### src/core/swl_pkg.sv
// Shared constants, types and CRC helper for the single-wire identity link
package swl_pkg;

  // ==========================================================================
  // Identity layout
  localparam int ID_W   = 64;
  localparam int FAM_W  = 8;
  localparam int SER_W  = 48;
  localparam int CRC_W  = 8;
  localparam int DATA_W = FAM_W + SER_W;
  localparam int CMD_W  = 8;
  localparam int CNT_W  = 7;

  // ==========================================================================
  // CRC: x^8 + x^5 + x^4 + 1, right-shifting form
  localparam logic [CRC_W-1:0] CRC_POLY = 8'h8c;
  localparam logic [CRC_W-1:0] CRC_INIT = 8'h00;

  // ==========================================================================
  // Identity command codes
  localparam logic [CMD_W-1:0] CMD_READ_ID   = 8'h01;
  localparam logic [CMD_W-1:0] CMD_MATCH_ID  = 8'h02;
  localparam logic [CMD_W-1:0] CMD_SEARCH_ID = 8'h03;
  localparam logic [CMD_W-1:0] CMD_SKIP_ID   = 8'h04;

  // ==========================================================================
  // Search slot phases and function buffer
  localparam logic [1:0] PH_BIT   = 2'h0;
  localparam logic [1:0] PH_COMP  = 2'h1;
  localparam logic [1:0] PH_WRITE = 2'h2;
  localparam logic [1:0] BUF_DEPTH = 2'h2;

  typedef enum logic [1:0] {OP_READ, OP_MATCH, OP_SEARCH, OP_SKIP} rom_op_t;

  function automatic logic [CRC_W-1:0] crc_step(input logic [CRC_W-1:0] c,
                                                input logic b);
    logic fb;
    fb = c[0] ^ b;
    crc_step = (c >> 1) ^ (fb ? CRC_POLY : CRC_INIT);
  endfunction

  function automatic logic [CMD_W-1:0] op_code(input rom_op_t op);
    case (op)
      OP_READ:   op_code = CMD_READ_ID;
      OP_MATCH:  op_code = CMD_MATCH_ID;
      OP_SEARCH: op_code = CMD_SEARCH_ID;
      default:   op_code = CMD_SKIP_ID;
    endcase
  endfunction

endpackage

### src/core/swl_if.sv
// Slot-level single data line between bus master and identity device
`timescale 1ns/1ps
interface swl_if;
  logic line_reset;
  logic slot;
  logic m_wr;
  logic m_bit;
  logic vpp;
  logic d_bit;
  logic d_oe;
  logic line_level;

  // Open-drain line: device pulls low only when it drives a zero
  assign line_level = (slot & m_wr) ? m_bit : ~(d_oe & ~d_bit);

  modport dev (input line_reset, slot, m_wr, m_bit, vpp,
               output d_bit, d_oe);
  modport mst (output line_reset, slot, m_wr, m_bit, vpp,
               input d_bit, d_oe);
endinterface

### src/core/swl_device.sv
// Identity device end: identity ROM, CRC, command gating, function buffer
// Behaviour
// - Identity is family, 48-bit serial, CRC byte
// - Master opens with one of four identity commands
// - No memory function before identity command succeeds
// - After success exactly one function command taken
// - Read, match, search single out devices; skip addresses every device
// - All line bits travel LSB first
// - CRC polynomial x^8+x^5+x^4+1, bit-serial
// - CRC starts zero, family first then serial
// - After serial, accumulator holds stored CRC byte
// - Checker sees all zeros after CRC bits
// - Flag shows programming voltage on line
// - Programming only clears ones to zeros
`timescale 1ns/1ps
module swl_device
  import swl_pkg::*;
#(
  parameter logic [FAM_W-1:0] FAMILY = 8'h5a,          // Arbitrary value
  parameter logic [SER_W-1:0] SERIAL = 48'h0123_4567_89ab
) (
  input  wire logic             i_clock,
  input  wire logic             i_rstn,
  input  wire logic             i_ce,
  swl_if.dev                    link,
  output logic                  o_access,
  output logic                  o_id_ready,
  output logic                  o_fn_valid,
  output logic [CMD_W-1:0]      o_fn_cmd,
  input  wire logic             i_fn_ready,
  output logic                  o_prog_voltage,
  input  wire logic             i_prog_strobe,
  input  wire logic [CMD_W-1:0] i_prog_old,
  input  wire logic [CMD_W-1:0] i_prog_new,
  output logic [CMD_W-1:0]      o_prog_word
);

  typedef enum logic [3:0] {
    S_CRC, S_IDLE, S_CMD, S_READ, S_MATCH, S_SEARCH, S_FUNC, S_PUSH,
    S_HOLD, S_DROP
  } dev_state_e_t;

  typedef struct packed {
    dev_state_e_t          state;
    logic [ID_W-1:0]       id;
    logic [ID_W-1:0]       sh;
    logic [CRC_W-1:0]      crc;
    logic [CMD_W-1:0]      rx;
    logic [CNT_W-1:0]      cnt;
    logic [1:0]            ph;
    logic                  ok;
    logic                  access;
    logic                  id_ready;
    logic                  d_bit;
    logic                  d_oe;
    logic                  vpp;
    logic [CMD_W-1:0]      prog_word;
    logic [1:0][CMD_W-1:0] fbuf;
    logic                  wr_ptr;
    logic                  rd_ptr;
    logic [1:0]            count;
    logic                  fn_valid;
    logic [CMD_W-1:0]      fn_cmd;
  } dev_state_t;

  localparam logic [ID_W-1:0] SEED = {{CRC_W{1'b0}}, SERIAL, FAMILY};

  dev_state_t s_q;
  dev_state_t s_d;

  logic rd_slot;
  logic wr_slot;
  logic last_bit;
  logic pop;

  assign rd_slot  = link.slot & ~link.m_wr;
  assign wr_slot  = link.slot & link.m_wr;
  assign last_bit = (s_q.cnt == CNT_W'(ID_W - 1));
  assign pop      = s_q.fn_valid & i_fn_ready;

  // ==========================================================================
  // Next state
  always_comb begin
    s_d = s_q;
    s_d.vpp = link.vpp;
    if (i_prog_strobe && s_q.vpp) begin
      s_d.prog_word = i_prog_old & i_prog_new;
    end
    if (pop) begin
      s_d.rd_ptr = ~s_q.rd_ptr;
      s_d.count  = s_q.count - 2'h1;
    end
    if (link.line_reset && s_q.state != S_CRC) begin
      s_d.state  = S_CMD;
      s_d.access = 1'b0;
      s_d.cnt    = '0;
      s_d.rx     = '0;
    end else begin
      case (s_q.state)
        S_CRC: begin
          // Identity CRC is built once after reset, one bit per cycle
          s_d.crc = crc_step(s_q.crc, s_q.sh[0]);
          s_d.sh  = s_q.sh >> 1;
          s_d.cnt = s_q.cnt + CNT_W'(1);
          if (s_q.cnt == CNT_W'(DATA_W - 1)) begin
            s_d.id = {s_d.crc, SEED[DATA_W-1:0]};
            s_d.id_ready = 1'b1;
            s_d.state = S_IDLE;
          end
        end
        S_CMD: begin
          if (wr_slot) begin
            s_d.rx  = {link.m_bit, s_q.rx[CMD_W-1:1]};
            s_d.cnt = s_q.cnt + CNT_W'(1);
            if (s_q.cnt == CNT_W'(CMD_W - 1)) begin
              s_d.cnt = '0;
              s_d.sh  = s_q.id;
              s_d.ph  = PH_BIT;
              s_d.ok  = 1'b1;
              // Unknown commands park the device until the next reset
              if (s_d.rx == CMD_READ_ID) begin
                s_d.state = S_READ;
              end else if (s_d.rx == CMD_MATCH_ID) begin
                s_d.state = S_MATCH;
              end else if (s_d.rx == CMD_SEARCH_ID) begin
                s_d.state = S_SEARCH;
              end else if (s_d.rx == CMD_SKIP_ID) begin
                s_d.state  = S_FUNC;
                s_d.access = 1'b1;
              end else begin
                s_d.state = S_DROP;
              end
            end
          end
        end
        S_READ: begin
          if (rd_slot) begin
            s_d.sh  = s_q.sh >> 1;
            s_d.cnt = s_q.cnt + CNT_W'(1);
            if (last_bit) begin
              s_d.cnt    = '0;
              s_d.state  = S_FUNC;
              s_d.access = 1'b1;
            end
          end
        end
        S_MATCH: begin
          if (wr_slot) begin
            s_d.ok  = s_q.ok & (link.m_bit == s_q.sh[0]);
            s_d.sh  = s_q.sh >> 1;
            s_d.cnt = s_q.cnt + CNT_W'(1);
            if (last_bit) begin
              s_d.cnt    = '0;
              s_d.state  = s_d.ok ? S_FUNC : S_DROP;
              s_d.access = s_d.ok;
            end
          end
        end
        S_SEARCH: begin
          if (rd_slot && s_q.ph != PH_WRITE) begin
            s_d.ph = (s_q.ph == PH_BIT) ? PH_COMP : PH_WRITE;
          end else if (wr_slot && s_q.ph == PH_WRITE) begin
            s_d.ph  = PH_BIT;
            s_d.sh  = s_q.sh >> 1;
            s_d.cnt = s_q.cnt + CNT_W'(1);
            if (link.m_bit != s_q.sh[0]) begin
              s_d.state = S_DROP;
            end else if (last_bit) begin
              s_d.cnt    = '0;
              s_d.state  = S_FUNC;
              s_d.access = 1'b1;
            end
          end
        end
        S_FUNC: begin
          if (wr_slot && s_q.access) begin
            s_d.rx  = {link.m_bit, s_q.rx[CMD_W-1:1]};
            s_d.cnt = s_q.cnt + CNT_W'(1);
            if (s_q.cnt == CNT_W'(CMD_W - 1)) begin
              s_d.state = S_PUSH;
            end
          end
        end
        S_PUSH: begin
          // Holds the byte while the buffer is full; a line reset in this state drops it
          if (s_d.count < BUF_DEPTH) begin
            s_d.fbuf[s_q.wr_ptr] = s_q.rx;
            s_d.wr_ptr = ~s_q.wr_ptr;
            s_d.count  = s_d.count + 2'h1;
            s_d.state  = S_HOLD;
          end
        end
        default: begin
          s_d.state = s_q.state;
        end
      endcase
    end
    s_d.fn_valid = (s_d.count != 2'h0);
    s_d.fn_cmd   = s_d.fbuf[s_d.rd_ptr];
    s_d.d_bit    = (s_d.ph == PH_COMP) ? ~s_d.sh[0] : s_d.sh[0];
    s_d.d_oe     = (s_d.state == S_READ) ||
                   (s_d.state == S_SEARCH && s_d.ph != PH_WRITE);
  end

  // ==========================================================================
  // State register
  always_ff @(posedge i_clock or negedge i_rstn) begin
    if (!i_rstn) begin
      s_q       <= '0;
      s_q.state <= S_CRC;
      s_q.sh    <= SEED;
      s_q.crc   <= CRC_INIT;
    end else if (i_ce) begin
      s_q <= s_d;
    end
  end

  assign link.d_bit     = s_q.d_bit;
  assign link.d_oe      = s_q.d_oe;
  assign o_access       = s_q.access;
  assign o_id_ready     = s_q.id_ready;
  assign o_fn_valid     = s_q.fn_valid;
  assign o_fn_cmd       = s_q.fn_cmd;
  assign o_prog_voltage = s_q.vpp;
  assign o_prog_word    = s_q.prog_word;

endmodule // swl_device

### src/flat_wrapper.sv
// flat-port wrapper written by rule: the top's interface ports become plain ports
module swl_device_flat import swl_pkg::*;
#(
  parameter logic [FAM_W-1:0] FAMILY = 8'h5a,                            
  parameter logic [SER_W-1:0] SERIAL = 48'h0123_4567_89ab
)
  (i_clock, i_rstn, i_ce, o_access, o_id_ready, o_fn_valid, o_fn_cmd, i_fn_ready, o_prog_voltage, i_prog_strobe, i_prog_old, i_prog_new, o_prog_word, link_line_reset, link_slot, link_m_wr, link_m_bit, link_vpp, link_d_bit, link_d_oe);
  swl_if link_i ();
  input  wire logic i_clock;
  input  wire logic i_rstn;
  input  wire logic i_ce;
  output logic o_access;
  output logic o_id_ready;
  output logic o_fn_valid;
  output logic [CMD_W-1:0] o_fn_cmd;
  input  wire logic i_fn_ready;
  output logic o_prog_voltage;
  input  wire logic i_prog_strobe;
  input  wire logic [CMD_W-1:0] i_prog_old;
  input  wire logic [CMD_W-1:0] i_prog_new;
  output logic [CMD_W-1:0] o_prog_word;
  input wire logic [$bits(link_i.line_reset)-1:0] link_line_reset;
  input wire logic [$bits(link_i.slot)-1:0] link_slot;
  input wire logic [$bits(link_i.m_wr)-1:0] link_m_wr;
  input wire logic [$bits(link_i.m_bit)-1:0] link_m_bit;
  input wire logic [$bits(link_i.vpp)-1:0] link_vpp;
  output wire logic [$bits(link_i.d_bit)-1:0] link_d_bit;
  output wire logic [$bits(link_i.d_oe)-1:0] link_d_oe;
  assign link_i.line_reset = link_line_reset;
  assign link_i.slot = link_slot;
  assign link_i.m_wr = link_m_wr;
  assign link_i.m_bit = link_m_bit;
  assign link_i.vpp = link_vpp;
  assign link_d_bit = link_i.d_bit;
  assign link_d_oe = link_i.d_oe;
  swl_device #(.FAMILY(FAMILY), .SERIAL(SERIAL)) u_core (.i_clock(i_clock), .i_rstn(i_rstn), .i_ce(i_ce), .link(link_i), .o_access(o_access), .o_id_ready(o_id_ready), .o_fn_valid(o_fn_valid), .o_fn_cmd(o_fn_cmd), .i_fn_ready(i_fn_ready), .o_prog_voltage(o_prog_voltage), .i_prog_strobe(i_prog_strobe), .i_prog_old(i_prog_old), .i_prog_new(i_prog_new), .o_prog_word(o_prog_word));
endmodule
### config.mk
export PLATFORM = sky130hd
export DESIGN_NAME = swl_device_flat
export DESIGN_NICKNAME = d
export VERILOG_FILES = /design/src/core/swl_pkg.sv /design/src/core/swl_if.sv /design/src/core/swl_device.sv /design/src/flat_wrapper.sv
export SDC_FILE = /design/constraint.sdc
export NUM_CORES = 1
export LEC_CHECK = 0
export ABC_CLOCK_PERIOD_IN_PS = 2540
export BUFFER_PORTS_ARGS = -buffer_cell sky130_fd_sc_hd__clkbuf_2
export CAP_MARGIN = 20
export CORE_UTILIZATION = 40
export DETAILED_ROUTE_END_ITERATION = 16
export GPL_TIMING_DRIVEN = 0
export MAX_ROUTING_LAYER = met4
export SLEW_MARGIN = 15
export SYNTH_ARGS = -nofsm -noshare
export SYNTH_HDL_FRONTEND = slang
export SYNTH_SLANG_ARGS = --single-unit
### constraint.sdc
create_clock -name i_clock -period 2.54 [get_ports i_clock]
set_input_delay 0.762 -clock i_clock [delete_from_list [all_inputs] [get_ports i_clock]]
set_output_delay 0.762 -clock i_clock [all_outputs]
set_load 0.05 [all_outputs]
* Word-level counts from Yosys, hierarchy flattened
Cells that the tools add are included.
Cells by class: $add $sub $neg 3, multiply operators 0, div/mod/pow operators 0, magnitude comparators 4, equal/unequal tests 40, shift-type cells 0, muxes and demuxes 73, bitwise operators 12, reductions and logical operators 26
Operator list (count):
- 64-bit two-way mux | 6
- 64-bit one-hot mux with 5 select lines | 1
- 4-bit two-way mux | 18
- 68-bit two-way mux | 1
- 17-bit two-way mux | 3
- 7-bit one-hot mux with 6 select lines | 1
- 8-bit two-way mux | 5
- 7-bit two-way mux | 5
- 15-bit two-way mux | 2
- 4-bit one-hot mux with 7 select lines | 1
- 3-bit by 1-bit inequality test with 1-bit output, second input constant | 8
- 4-bit by 3-bit equality test with 1-bit output, second input constant | 5
- 19-bit two-way mux | 1
- 9-bit two-way mux | 2
- 16-bit bitwise mux | 1
- 8-bit by 2-bit equality test with 1-bit output, second input constant | 2
- 8-bit one-hot mux with 2 select lines | 1
- 3-bit by 2-bit inequality test with 1-bit output, second input constant | 5
- 7-bit by 6-bit equality test with 1-bit output, second input constant | 2
- 14-bit AND reduction | 1
- 4-bit by 2-bit equality test with 1-bit output, second input constant | 3
- 1-bit two-way mux | 12
- 2-bit two-way mux | 6
- 4-bit AND reduction | 3
- 40 further kinds | 63
Word-level totals: register bits 168, bits in latches 0, RAM bits 0, ROM bits 0, input port bits 26, logic and storage cells 180, memories 0

* Longest topological paths before layout
depth in word-level cells 12, gate-level depth with buffers 10, gate-level depth less buffers 7

* Worst setup path before layout
No wires, ideal clock.
path type in2reg, start point in i_fn_ready, end point reg u_core.s_q[19] (netlist name), setup time 0.128 ns, data arrival time 2.325 ns, data required time 2.412 ns, slack 0.088 ns, cell stages on the path 8, path through and3b_1 buf_2 xnor2_4 nand2_2 or3_1 clkbuf_1 buf_2 mux2_1
On the way: word-level cells in the longest chain between the ends 6
Ends and longest elaborated chain:
- start, declared | line flat_wrapper.sv:16 | input wire logic i_fn_ready;
- 1-bit AND | line swl_device.sv:79 | assign pop = s_q.fn_valid & i_fn_ready;
- 3-bit two-way mux | line swl_device.sv:89 | if (pop) begin
- 2-bit less-than comparator | line swl_device.sv:186 | if (s_d.count < BUF_DEPTH) begin
- 17-bit two-way mux | line swl_device.sv:186
- 17-bit two-way mux | line swl_device.sv:99 | case (s_q.state)
- 17-bit two-way mux | line swl_device.sv:93 | if (link.line_reset && s_q.state != S_CRC) begin
- end, declared | line swl_device.sv:68 | dev_state_t s_q;
No other way between the ends. A chain may end at the register's enable or synchronous reset.

* Final worst setup path
start point reg u_core.s_q[199] (netlist name), end point reg u_core.s_q (netlist bit u_core.link.d_oe)
On the way: word-level cells in the longest chain between the ends 9, elaborated cells between the ends (all ways) 31
Ends and longest elaborated chain:
- 4-bit two-way mux | line swl_device.sv:140, swl_device.sv:168
- 4-bit two-way mux | line swl_device.sv:166 | if (link.m_bit != s_q.sh[0]) begin
- 4-bit two-way mux | line swl_device.sv:162 | end else if (wr_slot && s_q.ph == PH_WRITE) begin
- 4-bit two-way mux | line swl_device.sv:160 | if (rd_slot && s_q.ph != PH_WRITE) begin
- 4-bit one-hot mux with 7 select lines | line swl_device.sv:99
- 4-bit two-way mux | line swl_device.sv:93
- 4-bit by 3-bit equality test with 1-bit output | line swl_device.sv:202 | (s_d.state == S_SEARCH && s_d.ph != PH_WRITE);
- 1-bit logical AND | line swl_device.sv:202
- 1-bit logical OR * | line swl_device.sv:201 | s_d.d_oe = (s_d.state == S_READ) ||
Mark *: on every way between the ends. The rest lies on a longest branch, timed or not.

==> flow_summary.toml <==
[sta]
fmax_mhz = 402
final_max_slew_viol_count = 0
maxSlewHeadroom = 0.511
period_share = 0.978
tns_ns = 0
finClkSkew_ns = 0.0101
worst_pin_slew_ns = 0.733
setup_viol = 0
hold_violations = 0
min_period_ns = 2.48

[power]
power_density_mw_per_mm2 = 781
leakagePower_nw = 3.72
irDropWorstVdd_mv = 0.410

[floorplan]
start_util = 0.407
die_h_um = 140
die_area_sq_mm = 0.0196
core_sq_mm = 0.0187
ios = 48
rows = 50
fp.dieW_um = 140

[route]
via_count = 6465
drt_iter0_drc = 579
dr.pass1.iters = 6
postRouteAntennaNets = 0
wl_met3_um = 957
routedWlPerCell_um = 16.3
drc = 0
viasPerCell = 5.54
dr.max_layer_used = "met4"
wl_met1_um = 9400
routed_wl_um = 19000
wl_met2_um = 8330

[global_routing]
grt_overflow_total = 0
antenna_found_initial = 0
grt_pass1_wl_um = 31800
grt_max_degree = 99
grt_usage = 0.211
first_global_vias = 6071

[logic_synthesis]
synth-async-reset-ratio = 1.00
synth-xor-area-share = 0.0163
yosysWarnings = 0
synth_edf_count = 0
netlist_area_sq_mm = 0.00762
avgSynthCellArea_sq_um = 8.98
syn_nets = 877
synthAdderAreaFrac = 0.00328
synthFlopType = "dfrtp_1"
netlist_instances = 849
ys_seq_area_frac = 0.477
synth-seq-cells = 144
muxShareOfSynthArea = 0.0435
yosys.cell_types.count = 78
synth_compound_area_frac = 0.200
synth_top_family_by_area = "compound AO/OA/AOI/OAI gates"
synthSimpleGateAreaFrac = 0.196

[critical_path]
cp_slowest_stage_delay_ns = 0.51
cp_num_buf_inv = 2
worst_setup_path_end_kind = "flip-flop"
critPathKind = "flip-flop to flip-flop"
crit_slowest_cell = "buf_1"
critPathRequiredTime_ns = 2.88
crit_fanout = 10
crit_family = "compound AO/OA/AOI/OAI gates"
critical_path_arrival_ns = 2.83
start_kind = "flip-flop"
path_cells = "buf_2, buf_1, and2_1, a311o_1, a31oi_1, a2111o_1, a211o_1, o221ai_2"

[cells_and_area]
fin_cells = 1167
area_growth_pct = 16.7
fillCellCount = 1788
seqCellArea_sq_mm = 0.00364
antenna-diode-count = 0
nNetsFinal = 948
multi_input_area_sq_mm = 0.00357
drive_gt1_frac = 0.220

[run]
drv_cap = 0

[clocking]
clk_pin_slew_worst_paths_ns = 0.06
cts_max_path_buffers = 2
postCtsHoldBufs = 0
cts_sinks = 144
clock_tree.root_cell = "clkbuf_16"
cts_buffers = 17
cts_max_level = 4
clock_latency_ns = 0.43
cts_tree = "built"

[worst_hold_path]
min_path_type = "primary input to asynchronous set/reset pin"

[place]
hpwl_um = 12900
dp_cells = 1128
portBuffers = 44
gp_congestion = 0.988

[outcome]
status = "completed"
-- routing by layer --
metal,vias to the layer above,global-route usage
met4,0,0.0711
met2,219,0.309
li1,3129,-
met1,3080,0.289
met5,-,-
met3,37,0.0427
-- metrics by stage --
stage | hold WS [ns] | total power (W) | area, sq um | worst slack, ns | utilization
final | 0.283 | 0.00695 | 8890 | 0.0553 | 0.475
after floorplan | 0.450 | 0.00386 | 7620 | 0.0875 | -
after global routing | 0.298 | 0.00731 | 8890 | -0.00440 | 0.475
after CTS | 0.294 | 0.00687 | 8780 | 0.0303 | 0.470
after global placement | 0.463 | 0.00436 | 8130 | -1.78 | 0.435
after detailed placement | 0.470 | 0.00436 | 8170 | -0.732 | 0.437
-- cell usage in the layout, fill, tap and decap left out, types with 5 or more instances in the layout --
| cell | count |
|---|---|
| dfrtp_1 | 118 |
| nor3_1 | 9 |
| mux2i_1 | 5 |
| nand2b_1 | 8 |
| clkbuf_16 | 17 |
| dfstp_2 | 24 |
| nand4_1 | 12 |
| and2_1 | 6 |
| a22oi_1 | 7 |
| nor2_1 | 30 |
| clkbuf_1 | 33 |
| buf_4 | 27 |
| clkbuf_2 | 50 |
| nand2_1 | 182 |
| nand3_1 | 22 |
| buf_2 | 15 |
| inv_6 | 5 |
| a31oi_1 | 11 |
| inv_1 | 18 |
| a21o_1 | 5 |
| a21oi_1 | 55 |
| or3_1 | 6 |
| xnor2_1 | 8 |
| o21ai_0 | 111 |
| mux2_2 | 24 |
-- flip-flops by register name (all words and copies together), names as in the netlist --
| signal | flops |
|---|---|
| u_core.s_q | 123 |
| u_core.link.d_oe | 1 |
| u_core.o_prog_word | 8 |
| u_core.o_prog_voltage | 1 |
| u_core.o_fn_cmd | 8 |
| u_core.o_access | 1 |
| u_core.o_fn_valid | 1 |
| u_core.link.d_bit | 1 |
-- worst paths after layout --
kind,from,slack [ns],endpoint,cells after the start
max,u_core.s_q[199]$_DFFE_PN0P_,0.06,u_core.link.d_oe$_DFFE_PN0P_,8
max in group asynchronous,i_rstn,1.42,u_core.s_q[116]$_DFFE_PN1P_,2
min reg2reg,u_core.s_q[76]$_DFFE_PN1P_,0.48,u_core.s_q[76]$_DFFE_PN1P_,2
min in group i_clock,u_core.s_q[76]$_DFFE_PN1P_,0.48,u_core.s_q[76]$_DFFE_PN1P_,2
min,i_rstn,0.28,u_core.s_q[21]$_DFFE_PN0P_,1
max reg2reg,u_core.s_q[199]$_DFFE_PN0P_,0.06,u_core.link.d_oe$_DFFE_PN0P_,8
-- power breakdown --
| part | switching (W) | internal (W) | leakage [nW] |
|---|---|---|---|
| Sequential | 0.000139 | 0.00242 | 1.87 |
| Combinational | 0.00127 | 0.000652 | 1.56 |
| Clock | 0.00104 | 0.00142 | 0.287 |
-- synth_stat cells, types with 5 or more instances --
master | count | area, sq um
a2111oi_0 | 7 | 61.3
a21o_1 | 5 | 37.5
a21oi_1 | 56 | 280
a22oi_1 | 7 | 52.6
a31oi_1 | 11 | 68.8
and2_1 | 6 | 37.5
buf_2 | 19 | 95.1
buf_4 | 17 | 128
clkbuf_1 | 41 | 154
dfrtp_1 | 120 | 3000
dfstp_2 | 24 | 631
inv_1 | 18 | 67.6
mux2_2 | 24 | 270
mux2i_1 | 5 | 50.1
nand2_1 | 182 | 683
nand2b_1 | 8 | 50.1
nand3_1 | 23 | 115
nand4_1 | 12 | 75.1
nor2_1 | 30 | 113
nor3_1 | 9 | 45.0
o21ai_0 | 112 | 561
or3_1 | 6 | 37.5
xnor2_1 | 8 | 70.1
-- cell type report --
| class | instances | share of cell area |
|---|---|---|
| plain buffers | 82 | 0.0495 |
| clock buffers | 19 | 0.0509 |
| clock inverters | 13 | 0.0141 |
| inverters | 18 | 0.00760 |
| multi-input cells | 605 | 0.401 |
| flip-flops and latches | 144 | 0.409 |
| well taps | 234 | 0.0329 |
| repair buffers | 52 | 0.0348 |
-- cells by family (layout without fill, tap and decap cells) --
kind of cell | after synthesis | count (layout)
simple gates | 315 | 316
compound gates | 245 | 245
flops | 144 | 144
buf+inv | 101 | 184
mux | 30 | 30
xor+xnor | 12 | 12
fa+ha+maj | 2 | 2
-- timing repair --
| item | in CTS | in global routing |
|---|---|---|
| setup buffers | 1 | 6 |
| gates cloned | 0 | 1 |
| resized for setup | 8 | 26 |
| setup endpoints to repair | 67 | 85 |
| pin swaps | 1 | 4 |
Power figures use the tool's default switching activity.
